## config.mk

```make
export PLATFORM = sky130hd
export DESIGN_NAME = branch_condition_unit
export DESIGN_NICKNAME = d
export VERILOG_FILES = /design/src/verilog/branch_condition_select.sv /design/src/verilog/branch_condition_unit.sv
export SDC_FILE = /design/constraint.sdc
export NUM_CORES = 1
export LEC_CHECK = 0
export ABC_AREA = 0
export BUFFER_PORTS_ARGS = -buffer_cell sky130_fd_sc_hd__clkbuf_2
export CORE_ASPECT_RATIO = 1.5
export CORE_MARGIN = 2
export CORE_UTILIZATION = 30
export CTS_BUF_LIST = sky130_fd_sc_hd__clkbuf_16
export DETAILED_ROUTE_END_ITERATION = 12
export HOLD_SLACK_MARGIN = 0.02
export PLACE_DENSITY = 0.59
export SLEW_MARGIN = 20
export SYNTH_ARGS = -nofsm -noshare
export SYNTH_HDL_FRONTEND = slang
export SYNTH_SLANG_ARGS = --single-unit
```

## constraint.sdc

```tcl
create_clock -name clk -period 5.85 [get_ports clk]
set_input_delay 1.17 -clock clk [delete_from_list [all_inputs] [get_ports clk]]
set_output_delay 1.17 -clock clk [all_outputs]
set_load 0.05 [all_outputs]
```

## src/verilog/branch_condition_select.sv

```systemverilog
`timescale 1ns/1ps

package branch_pkg;
   // Instruction word and status word are numbered 0 (msb) to 31 (lsb)
   localparam int WORD_W = 32;
   localparam int ADDR_W = 18;
   localparam int REG_ADDR_W = 8;

   // Opcodes (instruction bits 0-5) and selector codes (bits 6-8)
   localparam logic [5:0] OP_TRUE_GROUP = 6'h3b;
   localparam logic [5:0] OP_FALSE = 6'h3c;
   localparam logic [5:0] OP_LINK_GROUP = 6'h3e;
   localparam logic [2:0] SEL_NONE = 3'h0;
   localparam logic [2:0] SEL_RETURN = 3'h2;

   // Field positions
   localparam int OPC_LO = 0;
   localparam int OPC_HI = 5;
   localparam int SEL_LO = 6;
   localparam int SEL_HI = 8;
   localparam int IDX_LO = 9;
   localparam int IDX_HI = 10;
   localparam int IND_BIT = 11;
   localparam int ADDR_LO = 13;
   localparam int ADDR_HI = 30;
   localparam int CC_LO = 1;
   localparam int CC_HI = 4;
   localparam int RET_LO = 5;
   localparam int RET_HI = 6;
   localparam int STAT_BUSY = 0;
   localparam int STAT_TAKEN = 1;
   localparam int STAT_ILLEGAL = 2;

   // Register offsets
   localparam logic [7:0] REG_PSW = 8'h00;
   localparam logic [7:0] REG_STATUS = 8'h04;
   localparam logic [7:0] REG_INDEX1 = 8'h08;
   localparam logic [7:0] REG_INDEX2 = 8'h0c;
   localparam logic [7:0] REG_INDEX3 = 8'h10;

   // Reset values
   localparam logic [0:31] PSW_RESET = 32'h00000000;
   localparam logic [0:31] INDEX_RESET = 32'h00000000;

   typedef struct packed {
      logic [5:0] opcode;
      logic [2:0] select;
      logic [1:0] index;
      logic indirect;
      logic [ADDR_W-1:0] address;
   } branch_word_t;

   typedef enum {ST_IDLE, ST_FETCH} state_t;

   typedef enum {KIND_NONE, KIND_UNCOND, KIND_TRUE, KIND_FALSE, KIND_RETURN} branch_kind_t;

   function automatic branch_word_t decode_word(input logic [0:31] w);
      branch_word_t d;
      d.opcode = w[OPC_LO:OPC_HI];
      d.select = w[SEL_LO:SEL_HI];
      d.index = w[IDX_LO:IDX_HI];
      d.indirect = w[IND_BIT];
      d.address = w[ADDR_LO:ADDR_HI];
      return d;
   endfunction
endpackage

module branch_condition_select import branch_pkg::*; (
   input wire logic [1:4] cc,
   input wire logic [2:0] select,
   input wire logic onTrue,
   output logic taken
);
   logic trueHit;
   logic falseHit;

   // Branch on true
   assign trueHit = (select == 3'h1) ? cc[1] :
                    (select == 3'h2) ? cc[2] :
                    (select == 3'h3) ? cc[3] :
                    (select == 3'h4) ? cc[4] :
                    (select == 3'h5) ? (cc[2] | cc[4]) :
                    (select == 3'h6) ? (cc[3] | cc[4]) :
                    (select == 3'h7) ? (cc[1] | cc[2] | cc[4]) : 1'b0;

   // Branch on false
   assign falseHit = (select == 3'h1) ? ~cc[1] :
                     (select == 3'h2) ? ~cc[2] :
                     (select == 3'h3) ? ~cc[3] :
                     (select == 3'h4) ? ~cc[4] :
                     (select == 3'h5) ? ~(cc[2] | cc[4]) :
                     (select == 3'h6) ? ~(cc[3] | cc[4]) :
                     (select == 3'h7) ? ~(|cc) : 1'b0;

   assign taken = onTrue ? trueHit : falseHit;
endmodule // branch_condition_select

```

## src/verilog/branch_condition_unit.sv

```systemverilog
// Summary of operation
// - Unconditional branch copies address bits 13-30 into status word bits 13-30.
// - Direct unconditional branch leaves status word bits 1-12 untouched.
// - Indirect unconditional branch loads status bits 1-4 from the final chain word.
// - Unconditional branch never changes bit 0 or the extended-mode bit.
// - Bits 5 and 6 change only for an indirect special return branch.
// - Direct unconditional branch keeps all four condition bits.
// - Indirect branch sets condition bits 1-4 from the final chain word.
// - Branch on false loads address bits 13-30 only when the selected bits are all clear.
// - Condition not met leaves the program counter field unchanged.
// - Indirect conditional branch loads status bits 1-4 only when taken.
// - Conditional branch keeps bit 0 and bits 5-12 unchanged.
// - False selectors 1-4 test one clear bit; selector 5 needs bits 2,4 clear.
// - False selector 6 needs bits 3,4 clear; selector 7 needs all clear.
// - True selectors 1-4 one bit set; 5: 2|4; 6: 3|4; 7: 1|2|4.
// - Direct conditional branch leaves condition bits unchanged.
// - Decode opcode 0-5, selector 6-8, index 9-10, indirect 11, address 13-30.
//
// Chosen here: the register addresses and strobed register access.
`timescale 1ns/1ps

module branch_condition_unit import branch_pkg::*; (
   input wire logic clk,
   input wire logic srst,
   input wire logic [REG_ADDR_W-1:0] regAddr,
   input wire logic [31:0] regWrData,
   input wire logic regWr,
   input wire logic regRd,
   output logic [31:0] regRdData,
   input wire logic instrValid,
   input wire logic [0:31] instrWord,
   output logic memReq,
   output logic [ADDR_W-1:0] memAddr,
   input wire logic memAck,
   input wire logic [0:31] memData,
   output logic [0:31] psw,
   output logic busy,
   output logic branchDone,
   output logic branchTaken,
   output logic illegalOp
);
   logic [0:31] indexReg [1:3];
   state_t state;
   logic returnPending;
   logic [0:31] next_psw;
   logic [31:0] next_regRdData;

   branch_word_t instr;
   branch_word_t fetchWord;
   branch_kind_t kind;
   logic [ADDR_W-1:0] instrEa;
   logic [ADDR_W-1:0] fetchEa;
   logic condTaken;
   logic taken;
   logic idle;
   logic accept;
   logic startDirect;
   logic startChain;
   logic chainNext;
   logic chainEnd;
   logic finishNow;
   logic regWrite;
   logic pswWrite;
   logic [31:0] statusWord;

   // Index added to the address field; index 0 means no indexing
   function automatic logic [ADDR_W-1:0] effective_address(input branch_word_t w,
         input logic [0:31] x1, input logic [0:31] x2, input logic [0:31] x3);
      logic [ADDR_W-1:0] offs;
      offs = (w.index == 2'h1) ? x1[ADDR_LO:ADDR_HI] :
             (w.index == 2'h2) ? x2[ADDR_LO:ADDR_HI] :
             (w.index == 2'h3) ? x3[ADDR_LO:ADDR_HI] : '0;
      return ADDR_W'(w.address + offs);
   endfunction

   // Instruction decode
   assign instr = decode_word(instrWord);
   assign fetchWord = decode_word(memData);
   assign kind = (instr.opcode == OP_TRUE_GROUP && instr.select == SEL_NONE) ? KIND_UNCOND :
                 (instr.opcode == OP_TRUE_GROUP) ? KIND_TRUE :
                 (instr.opcode == OP_FALSE) ? KIND_FALSE :
                 (instr.opcode == OP_LINK_GROUP && instr.select == SEL_RETURN) ? KIND_RETURN :
                 KIND_NONE;
   assign instrEa = effective_address(instr, indexReg[1], indexReg[2], indexReg[3]);
   assign fetchEa = effective_address(fetchWord, indexReg[1], indexReg[2], indexReg[3]);

   // Condition judged on the present condition bits
   branch_condition_select u_branch_condition_select (
      .cc(psw[CC_LO:CC_HI]),
      .select(instr.select),
      .onTrue(kind == KIND_TRUE),
      .taken(condTaken)
   );

   assign taken = (kind == KIND_UNCOND || kind == KIND_RETURN) ? 1'b1 :
                  (kind == KIND_TRUE || kind == KIND_FALSE) ? condTaken : 1'b0;

   // Sequencing terms
   assign idle = (state == ST_IDLE);
   assign accept = idle && instrValid;
   assign startDirect = accept && taken && !instr.indirect;
   assign startChain = accept && taken && instr.indirect;
   assign chainNext = (state == ST_FETCH) && memAck && fetchWord.indirect;
   assign chainEnd = (state == ST_FETCH) && memAck && !fetchWord.indirect;
   assign finishNow = (accept && !startChain) || chainEnd;

   // Register writes only while idle
   assign regWrite = idle && regWr && !instrValid;
   assign pswWrite = regWrite && (regAddr == REG_PSW);

   // Status word update
   always_comb begin
      next_psw = psw;
      if (pswWrite) begin
         next_psw = regWrData;
      end
      if (startDirect) begin
         next_psw[ADDR_LO:ADDR_HI] = instrEa;
         // Bits 0-12 kept, condition bits kept
      end
      if (chainEnd) begin
         next_psw[ADDR_LO:ADDR_HI] = fetchEa;
         next_psw[CC_LO:CC_HI] = memData[CC_LO:CC_HI];
         if (returnPending) begin
            next_psw[RET_LO:RET_HI] = memData[RET_LO:RET_HI];
         end
         // Bit 0 and bits 7-12 never taken from the chain word
      end
   end

   always_ff @(posedge clk) begin
      if (srst) begin
         psw <= PSW_RESET;
      end else begin
         psw <= next_psw;
      end
   end

   // Index registers
   always_ff @(posedge clk) begin
      if (srst) begin
         indexReg[1] <= INDEX_RESET;
         indexReg[2] <= INDEX_RESET;
         indexReg[3] <= INDEX_RESET;
      end else if (regWrite) begin
         if (regAddr == REG_INDEX1) begin
            indexReg[1] <= regWrData;
         end
         if (regAddr == REG_INDEX2) begin
            indexReg[2] <= regWrData;
         end
         if (regAddr == REG_INDEX3) begin
            indexReg[3] <= regWrData;
         end
      end
   end

   // Indirect chain walker
   always_ff @(posedge clk) begin
      if (srst) begin
         state <= ST_IDLE;
         returnPending <= 1'b0;
      end else begin
         unique case (state)
            ST_IDLE: begin
               if (startChain) begin
                  state <= ST_FETCH;
                  returnPending <= (kind == KIND_RETURN);
               end
            end
            ST_FETCH: begin
               if (chainEnd) begin
                  state <= ST_IDLE;
                  returnPending <= 1'b0;
               end
            end
         endcase
      end
   end

   // Memory request for indirect words
   always_ff @(posedge clk) begin
      if (srst) begin
         memReq <= 1'b0;
         memAddr <= '0;
      end else begin
         if (startChain) begin
            memReq <= 1'b1;
            memAddr <= instrEa;
         end else if (chainNext) begin
            memAddr <= fetchEa;
         end else if (chainEnd) begin
            memReq <= 1'b0;
         end
      end
   end

   // Completion flags
   always_ff @(posedge clk) begin
      if (srst) begin
         busy <= 1'b0;
         branchDone <= 1'b0;
         branchTaken <= 1'b0;
         illegalOp <= 1'b0;
      end else begin
         busy <= startChain || ((state == ST_FETCH) && !chainEnd);
         branchDone <= finishNow;
         if (finishNow) begin
            branchTaken <= chainEnd || startDirect;
         end
         if (accept) begin
            illegalOp <= (kind == KIND_NONE);
         end
      end
   end

   // Register read
   assign statusWord = {29'h0000000, illegalOp, branchTaken, busy};
   assign next_regRdData = !regRd ? 32'h00000000 :
                           (regAddr == REG_PSW) ? psw :
                           (regAddr == REG_STATUS) ? statusWord :
                           (regAddr == REG_INDEX1) ? indexReg[1] :
                           (regAddr == REG_INDEX2) ? indexReg[2] :
                           (regAddr == REG_INDEX3) ? indexReg[3] : 32'h00000000;

   always_ff @(posedge clk) begin
      if (srst) begin
         regRdData <= 32'h00000000;
      end else begin
         regRdData <= next_regRdData;
      end
   end
endmodule // branch_condition_unit

```

-- Word-level counts from Yosys, hierarchy flattened
Memories as Yosys holds them, arrays and structs flattened.
Cells that the tools add are included.
- bitwise logic cells: 15
- add/subtract/negate cells: 2
- reduce and logical (&&, ||, !) cells: 37
- equal/unequal tests: 29
- muxes and demuxes: 64
- operator list (cell ; number):
    $mux 32 ; 10
    $mux 18 ; 10
    $logic_not 32->1 ; 3
    $pmux 32 s2 ; 1
    $add 18x18->18 ; 2
    $mux 1 ; 35
    $eq 32x1->1 const B ; 1
    $eq 32x2->1 const B ; 1
    $mux 31 ; 1
    $eq 6x6->1 const B ; 3
    $eq 8x4->1 const B ; 2
    $eq 3x3->1 const B ; 5
    $logic_and 1x1->1 ; 14
    $eq 3x2->1 const B ; 4
    $mux 3 ; 4
    $eq 2x2->1 const B ; 4
    $eq 8x3->1 const B ; 1
    $eq 8x5->1 const B ; 1
    $logic_not 8->1 ; 1
    $not 1->1 ; 8
    $or 1x1->1 ; 7
    $eq 3x1->1 const B ; 2
    $mux 6 ; 1
    $ne 2x2->1 const B ; 3
    11 further kinds ; 23
- bits of input ports: 110
- memories: 1
- logic and storage cells: 161
- memory bits (writable): 96
- bits in registers: 120
- memory list (name ; words ; width ; rd ports ; clocked after memory_dff ; write ports ; line ; text):
    indexReg ; 3 ; 32 ; 3 ; 0 ; 3 ; branch_condition_unit.sv:42 ; logic [0:31] indexReg [1:3];

-- Logic depth before layout (Yosys ltp)
Gate-level depths: netlist of the first run.
- depth in word-level cells: 17
- gate-level depth with buffers: 16
- depth with buffers taken out: 13

-- Modules after synthesis
Synthesis of the first run repeated with hierarchy kept, for this count alone.
- cell total of the unflattened synthesis: 1017
- area total of the unflattened synthesis: 10273.6 um2
- by module, submodules not included (module ; seq. area each (um2) ; instances ; cells an instance ; area an instance (um2)):
    branch_condition_unit ; 4664.5 ; 1 ; 1002 ; 10147.2
    branch_condition_select ; 0.0 ; 1 ; 15 ; 126.4

-- Worst setup path before layout of the first run
OpenSTA, ideal clock, no wires.
- kind: input port to flip-flop
- start point: in regAddr[4]
- end point: reg indexReg[0][32] (netlist name)
- slack: 1.079 ns
- data required time: 5.384 ns
- stages: 5
- data arrival time: 4.305 ns
- path through: nor4_1 > and3_1 > clkbuf_1 > nand2_1 > o21ai_0
- RTL lines (item ; line ; text):
    from (decl) ; branch_condition_unit.sv:25 ; input wire logic [REG_ADDR_W-1:0] regAddr,

-- Worst setup path in the final report of the first run
- start point: in instrWord[10] in the netlist's numbering
- end point: reg psw[14] in the netlist's numbering
- longest elaborated chain between the ends: 7
- ends and longest elaborated chain (item ; line ; text):
    from (decl) ; branch_condition_unit.sv:31 ; input wire logic [0:31] instrWord,
    $eq 2x2->1 ; branch_condition_unit.sv:72 ; (w.index == 2'h3) ? x3[ADDR_LO:ADDR_HI] : '0;
    $mux 18 ; branch_condition_unit.sv:72 ;
    $mux 18 ; branch_condition_unit.sv:71 ; (w.index == 2'h2) ? x2[ADDR_LO:ADDR_HI] :
    $mux 18 * ; branch_condition_unit.sv:70 ; offs = (w.index == 2'h1) ? x1[ADDR_LO:ADDR_HI] :
    $add 18x18->18 * ; branch_condition_unit.sv:73 ; return ADDR_W'(w.address + offs);
    $mux 18 * ; branch_condition_unit.sv:117 ; if (startDirect) begin
    $mux 18 * ; branch_condition_unit.sv:121 ; if (chainEnd) begin
    to (signal assigned) ; branch_condition_unit.sv:135 ; psw <= next_psw;
    to (decl) ; branch_condition_unit.sv:36 ; output logic [0:31] psw,
Every way passes the cells marked *; elsewhere a longest branch is shown, timed or not.
A chain may end at the register's enable or synchronous reset.

==> metrics.yaml, run 1 <==
post-cts-setup-buffer-count: 0
wl_met2_um: 18400
post-route-period-util_pct: 76.5
whs_path_depth: 2
syn-cell-area_um2: 10100
maxCapViolations: 0
io_buffers: 189
cp.buffers_inverters: 3
grt_overflow: 0
pwr-share-seq_pct: 46.0
dp_hpwl_um: 25100
start_util_pct: 30.4
synth-simple-area-share_pct: 17.1
syn_avg_cell_area_um2: 10.2
grt_usage_pct: 20.0
fin_skew_ns: 0.0164
rsz0062_at_grt: "false"
synthAdderAreaFrac_pct: 4.59
synth_xor_area_share_pct: 2.33
clockRootBuffer: "clkbuf_16"
grt_first_pass_wirelength_um: 52600
p_leak_nw: 4.79
multi_input_area_um2: 5170
place_congestion: 0.899
synth_top_family_by_area: "compound AO/OA/AOI/OAI gates"
fin_util_pct: 36.3
clkPwrFrac_pct: 36.0
r2r_cells: 12
first_pass_iters: 7
area_delta_synth_final_pct: 19.5
worstPathArrival_ns: 4.78
die_h_um: 229
synth-edff-count: 96
final_cells: 1599
die_w_um: 154
synth_mux_area_share_pct: 8.16
cpMaxStageDelayCell: "fa_1"
path_cells: "clkbuf_2, nor2b_1, buf_4, a22o_1, ha_1, inv_1, fa_1, nor2b_1, o31a_1, o2111ai_1, a311o_1, mux2i_1, nand3_1, a221oi_1, a211oi_1"
nets: 1310
dp_cells: 1565
cts.sinks: 185
slew_headroom_pct: 23.1
slew_violations: 0
critPathLaunchType: "input pin"
netlist_instances: 997
fin_ws_ns: 1.37
crit_path_frequent_cell: "nor2b_1"
cts_hold_buf: 0
hold_path_class: "reg -> reg"
pre_cts_ws_ns: 0.959
cp_max_fo: 19
setup_violations: 0
final_common_cell: "clkbuf_2"
p_switching_uw: 934
std_cell_rows: 82
drtAntennaViolNets: 0
fp.dieArea_um2: 35300
ir_worst_vdd_uv: 208
cts_max_path_buffers: 2
ys_warn_count: 0
critPathTopFamily: "compound AO/OA/AOI/OAI gates"
antenna_found_initial: 2
sw_frac_of_total_pct: 30.0
grt_pass1_vias: 8991
synth_compound_area_share_pct: 18.7
period_minus_slack_ns: 4.48
post_cts_resized: 0
drt_iter0_markers: 663
slowest_delay_ns: 0.44
ys_seq_area_share_pct: 46.0
pin_count: 197
comb_power_share_pct: 17.9
top_layer: "met4"
drc: 0
fmax_mhz: 223
synth-seq-cells: 185
clk_pin_slew_ns: 0.07
synth_cell_types: 64
yosysTopAreaCellShare_pct: 28.5
cp.depth: 15
routed_wl_um: 35500
internal_power_mw: 2.18
async_reset_ff_share_pct: 0
worstPathRequired_ns: 6.16
drive_above_1_share_pct: 28.0
endpoint_kind: "flop"
syn_nets: 1143
grt_max_degree: 52
met1_length_um: 13700
vias: 8742
cts_buffers: 17
finalHoldViolCount: 0
tns_ns: 0
worstMarginPinSlew_ns: 1.15
synth.area.top_cells: "edfxtp_1, dfxtp_1, mux2_2, and2_1, ha_1"
critPathKind: "in -> reg"
fillers: 3322
synth_top_area_cell: "edfxtp_1"
clkLatencyLatePin_ns: 0.46
status: "complete, no violations"
core_um2: 33300
via_per_inst: 5.47
finalHoldWorstSlack_ns: 0.460
final_cell_mix: "clkbuf_2, and2_1, edfxtp_1, dfxtp_1, nand2_1"
synth_top_flop_cell: "edfxtp_1"
seqCellArea_um2: 4660
cts_tree: "built"
wl_met3_um: 1900
drt-wirelength-per-cell_um: 22.2
htree_levels: 4
p_per_area_nw_per_um2: 257
==> Yosys cell counts (all sizes together) (3+ instances only) <==
cell type   n
xor2        7
o31ai       6
mux2i       5
a311o       3
and2       99
and3       12
o21ai      27
o211ai      3
a22oi      15
nor2b      12
a222oi     39
a31oi       6
a22o       37
nand2b      5
dfxtp      89
nand3      10
a311oi      6
o21a        5
buf        11
inv        15
a221oi     11
nand2      84
nor2       85
mux2       69
a21o        9
edfxtp     96
o22ai       5
ha         34
nor3       13
a21oi      63
a211oi      5
nor3b       3
nor4        5
clkbuf     54
xnor2      20
or3         3
==> tightest hold or removal path, delay by kind of cell, from the launching register on <==
| family | cells | cell delay (ns) |
|---|---|---|
| flops | 1 | 0.31 |
| compound gates | 1 | 0.05 |
| simple gates | 1 | 0.05 |
==> cell type report <==
cell class	count	area share, %
Tap cell	420	4.34
Timing Repair Buffer	213	9.30
Antenna cell	2	0.0413
Sequential cell	185	38.5
Clock buffer	17	3.51
Inverter	15	0.465
Clock inverter	15	1.12
Multi-Input combinational cell	732	42.7
==> routing by layer <==
layer | vias to the layer above | global-route usage (%)
li1 | 4078 | -
met3 | 82 | 3.78
met2 | 337 | 36.0
met1 | 4245 | 22.2
met5 | - | 0
met4 | 0 | 10.9
==> final timing paths <==
check | from | end | slack (ns)
worst max-delay path | instrWord[10] | psw[14] | 1.37
worst min-delay path | memAddr[5] | memAddr[5] | 0.46
worst max register to register | indexReg[0][98] | memAddr[15] | 2.32
worst min register to register | memAddr[5] | memAddr[5] | 0.46
==> cell families (layout without fill, tap and decap cells) <==
family	after synthesis	count (layout)
muxes	74	74
DFF	185	185
adders and majority gates	36	36
other	0	2
AOI/OAI and AO/OA	253	253
and+or+nand+nor	342	342
buffers and inverters	80	260
xor gates and xnor gates	27	27
==> state kept, by name, indices dropped and copies added (netlist names) <==
signal,cells
returnPending,1
busy,1
memReq,1
branchDone,1
memAddr,18
indexReg,96
regRdData,32
illegalOp,1
psw,32
state,1
branchTaken,1
==> stage by stage <==
stage                     power (mW)  instance area, µm²
after CTS                       3.14               12100
after global placement          2.01               11500
after global routing            3.24               12100
after floorplan                 1.83               10100
after detailed placement        2.01               11500
final                           3.12               12100
==> power groups by stage <==
stage / combinational [mW] / clock [mW] / sequential, mW
floorplan: 0.339 / 0 / 1.49
global placement: 0.544 / 0 / 1.46
detailed placement: 0.550 / 0 / 1.46
CTS: 0.554 / 1.15 / 1.43
global route: 0.603 / 1.19 / 1.44
finish: 0.558 / 1.12 / 1.43
No activity file was read; power rests on OpenSTA's default activity.
==> run 2: changes to the inputs <==
==> constraint.sdc (replaced) <==
create_clock -name clk -period 4.2 [get_ports clk]
set_input_delay 0.84 -clock clk [delete_from_list [all_inputs] [get_ports clk]]
set_output_delay 0.84 -clock clk [all_outputs]
set_load 0.05 [all_outputs]
==> metrics.yaml, run 2 (same netlist as run 1, synthesis figures left out) <==
die_w_um: 154  # unchanged
top_register: "indexReg"
grt_max_degree: 40  # -23%
critPathLaunchType: "input pin"
setup_violations: 0  # unchanged
clkLatencyLatePin_ns: 0.46  # about the same
drc: 0  # unchanged
cts_max_path_buffers: 2  # unchanged
area_delta_synth_final_pct: 22.9
htree_levels: 4  # unchanged
io_buffers: 189  # unchanged
slowest_delay_ns: 0.47  # +0.03 ns
largestRegisters: "indexReg (96), psw (32), regRdData (32)"
drt_iter0_markers: 712  # +7.4%
cts_hold_buf: 0  # unchanged
grt_usage_pct: 20.0  # -0.071 points
drtAntennaViolNets: 0  # unchanged
largest_reg_flops: 96  # unchanged
clockRootBuffer: "clkbuf_16"
cpMaxStageDelayCell: "nor2b_1"
via_per_inst: 5.44  # -0.43%
fmax_mhz: 270
maxCapViolations: 0  # unchanged
final_common_cell: "clkbuf_2"
worstHoldStart: "memAddr[7]"
period_minus_slack_ns: 3.70
die_h_um: 229  # unchanged
whs_path_depth: 2  # unchanged
grt_pass1_vias: 8972  # -0.21%
cts_buffers: 17  # unchanged
dp_hpwl_um: 26100  # +3.8%
placed_area_um2: 11900  # +2.7%
endpoint_kind: "flop"
nets: 1348  # +2.9%
tns_ns: 0  # unchanged
start_util_pct: 30.4  # unchanged
vias: 8906  # +1.9%
whs_endpoint: "memAddr[7]"
routed_wl_um: 35500  # about the same
cp_max_fo: 6  # -13
path_cells: "clkbuf_2, nor2b_1, a22o_1, ha_1, a211oi_1, o211ai_1, a21boi_0, o31ai_1, buf_4, a221oi_1, xor2_1, nor3_1, a211o_1"
final_cell_mix: "clkbuf_2, and2_1, edfxtp_1, dfxtp_1, nand2_1"
status: "complete, no violations"
critPathKind: "in -> reg"
drt-wirelength-per-cell_um: 21.7  # -2.2%
cts.sinks: 185  # unchanged
post-route-period-util_pct: 88.2
ir_worst_vdd_uv: 291  # +40%
fp.dieArea_um2: 35300  # unchanged
worstPathArrival_ns: 4.05  # -0.73 ns
r2r_slack_ns: 0.87  # -1.45 ns
finalHoldViolCount: 0  # unchanged
grt_first_pass_wirelength_um: 52500  # -0.26%
place_congestion: 0.917  # +2.0%
antenna_found_initial: 2  # unchanged
slew_headroom_pct: 37.9  # +15 points
timing.rr.start: "indexReg[0][98]"
core_um2: 33300  # unchanged
cts_tree: "built"
pin_count: 197  # unchanged
post_cts_resized: 0  # unchanged
post-cts-setup-buffer-count: 0  # unchanged
clk_pin_slew_ns: 0.08  # about the same
fin_skew_ns: 0.0160  # -0.000303 ns
drive_above_1_share_pct: 30.4  # +2.4 points
grt_overflow: 0  # unchanged
hold_path_class: "reg -> reg"
worstMarginPinSlew_ns: 0.931  # -0.223 ns
rsz0062_at_grt: "false"
design_area_um2: 12500  # +2.9%
worstPathRequired_ns: 4.55  # -1.61 ns
std_cell_rows: 82  # unchanged
p_per_area_nw_per_um2: 358  # +39%
r2r_cells: 12  # unchanged
p_leak_nw: 5.01  # +4.6%
first_pass_iters: 8  # +1
reg2reg_to: "memAddr[15]"
slew_violations: 0  # unchanged
## run 2: metal layers
metal / vias up / routed length, µm / track usage (%)
met5: - / 12 / 0
met4: 2 / 1560 / 10.1
met3: 95 / 2300 / 4.20
met1: 4290 / 13800 / 22.7
met2: 375 / 17800 / 35.2
li1: 4144 / - / -
## run 2: area by class of cell
cell class / count / area (µm²)
tap: 420 / 526
multi-input combinational: 732 / 5170
clock inverter: 13 / 120
clock buffer: 19 / 475
antenna: 1 / 2.50
inverter: 15 / 56.3
sequential: 185 / 4660
fill: 3322 / 20900
timing repair buffer: 251 / 1440
## run 2: worst max-delay path, delay by kind of cell
kind	cells	cell delay, ns
AOI/OAI and AO/OA	7	1.77
xor gates and xnor gates	1	0.25
adders and majority gates	1	0.25
buffers and inverters	2	0.41
and+or+nand+nor	2	0.54
## run 2: worst max-delay path by stage
stage / cells after the start / start / slack (ns) / to
detailed placement: 13 / memData[9] / -0.007 / memAddr[15]
global placement: 13 / memData[9] / 0.05 / memAddr[15]
finish: 13 / memData[9] / 0.50 / memAddr[15]
global route: 13 / memData[9] / 0.25 / memAddr[15]
floorplan: 13 / memData[9] / 0.24 / memAddr[15]
CTS: 13 / memData[9] / 0.47 / memAddr[15]
## run 2: power by group
group	total, mW	switching (mW)	internal [mW]
clock network	1.64	0.787	0.855
registers	2.00	0.0395	1.96
logic	0.822	0.484	0.338
total	4.46	1.31	3.15
## run 2: through the flow
stage	setup WS (ns)	utilization [%]	hold slack [ns]	std cells	total power, mW
5_1_grt	0.253	37.3	0.484	1635	4.62
3_3_place_gp	0.0541	35.5	0.447	1603	2.84
2_1_floorplan	0.244	-	0.471	997	2.55
6_report	0.497	37.3	0.454	1636	4.46
3_5_place_dp	-0.00742	35.5	0.447	1603	2.85
4_1_cts	0.475	37.3	0.456	1635	4.48
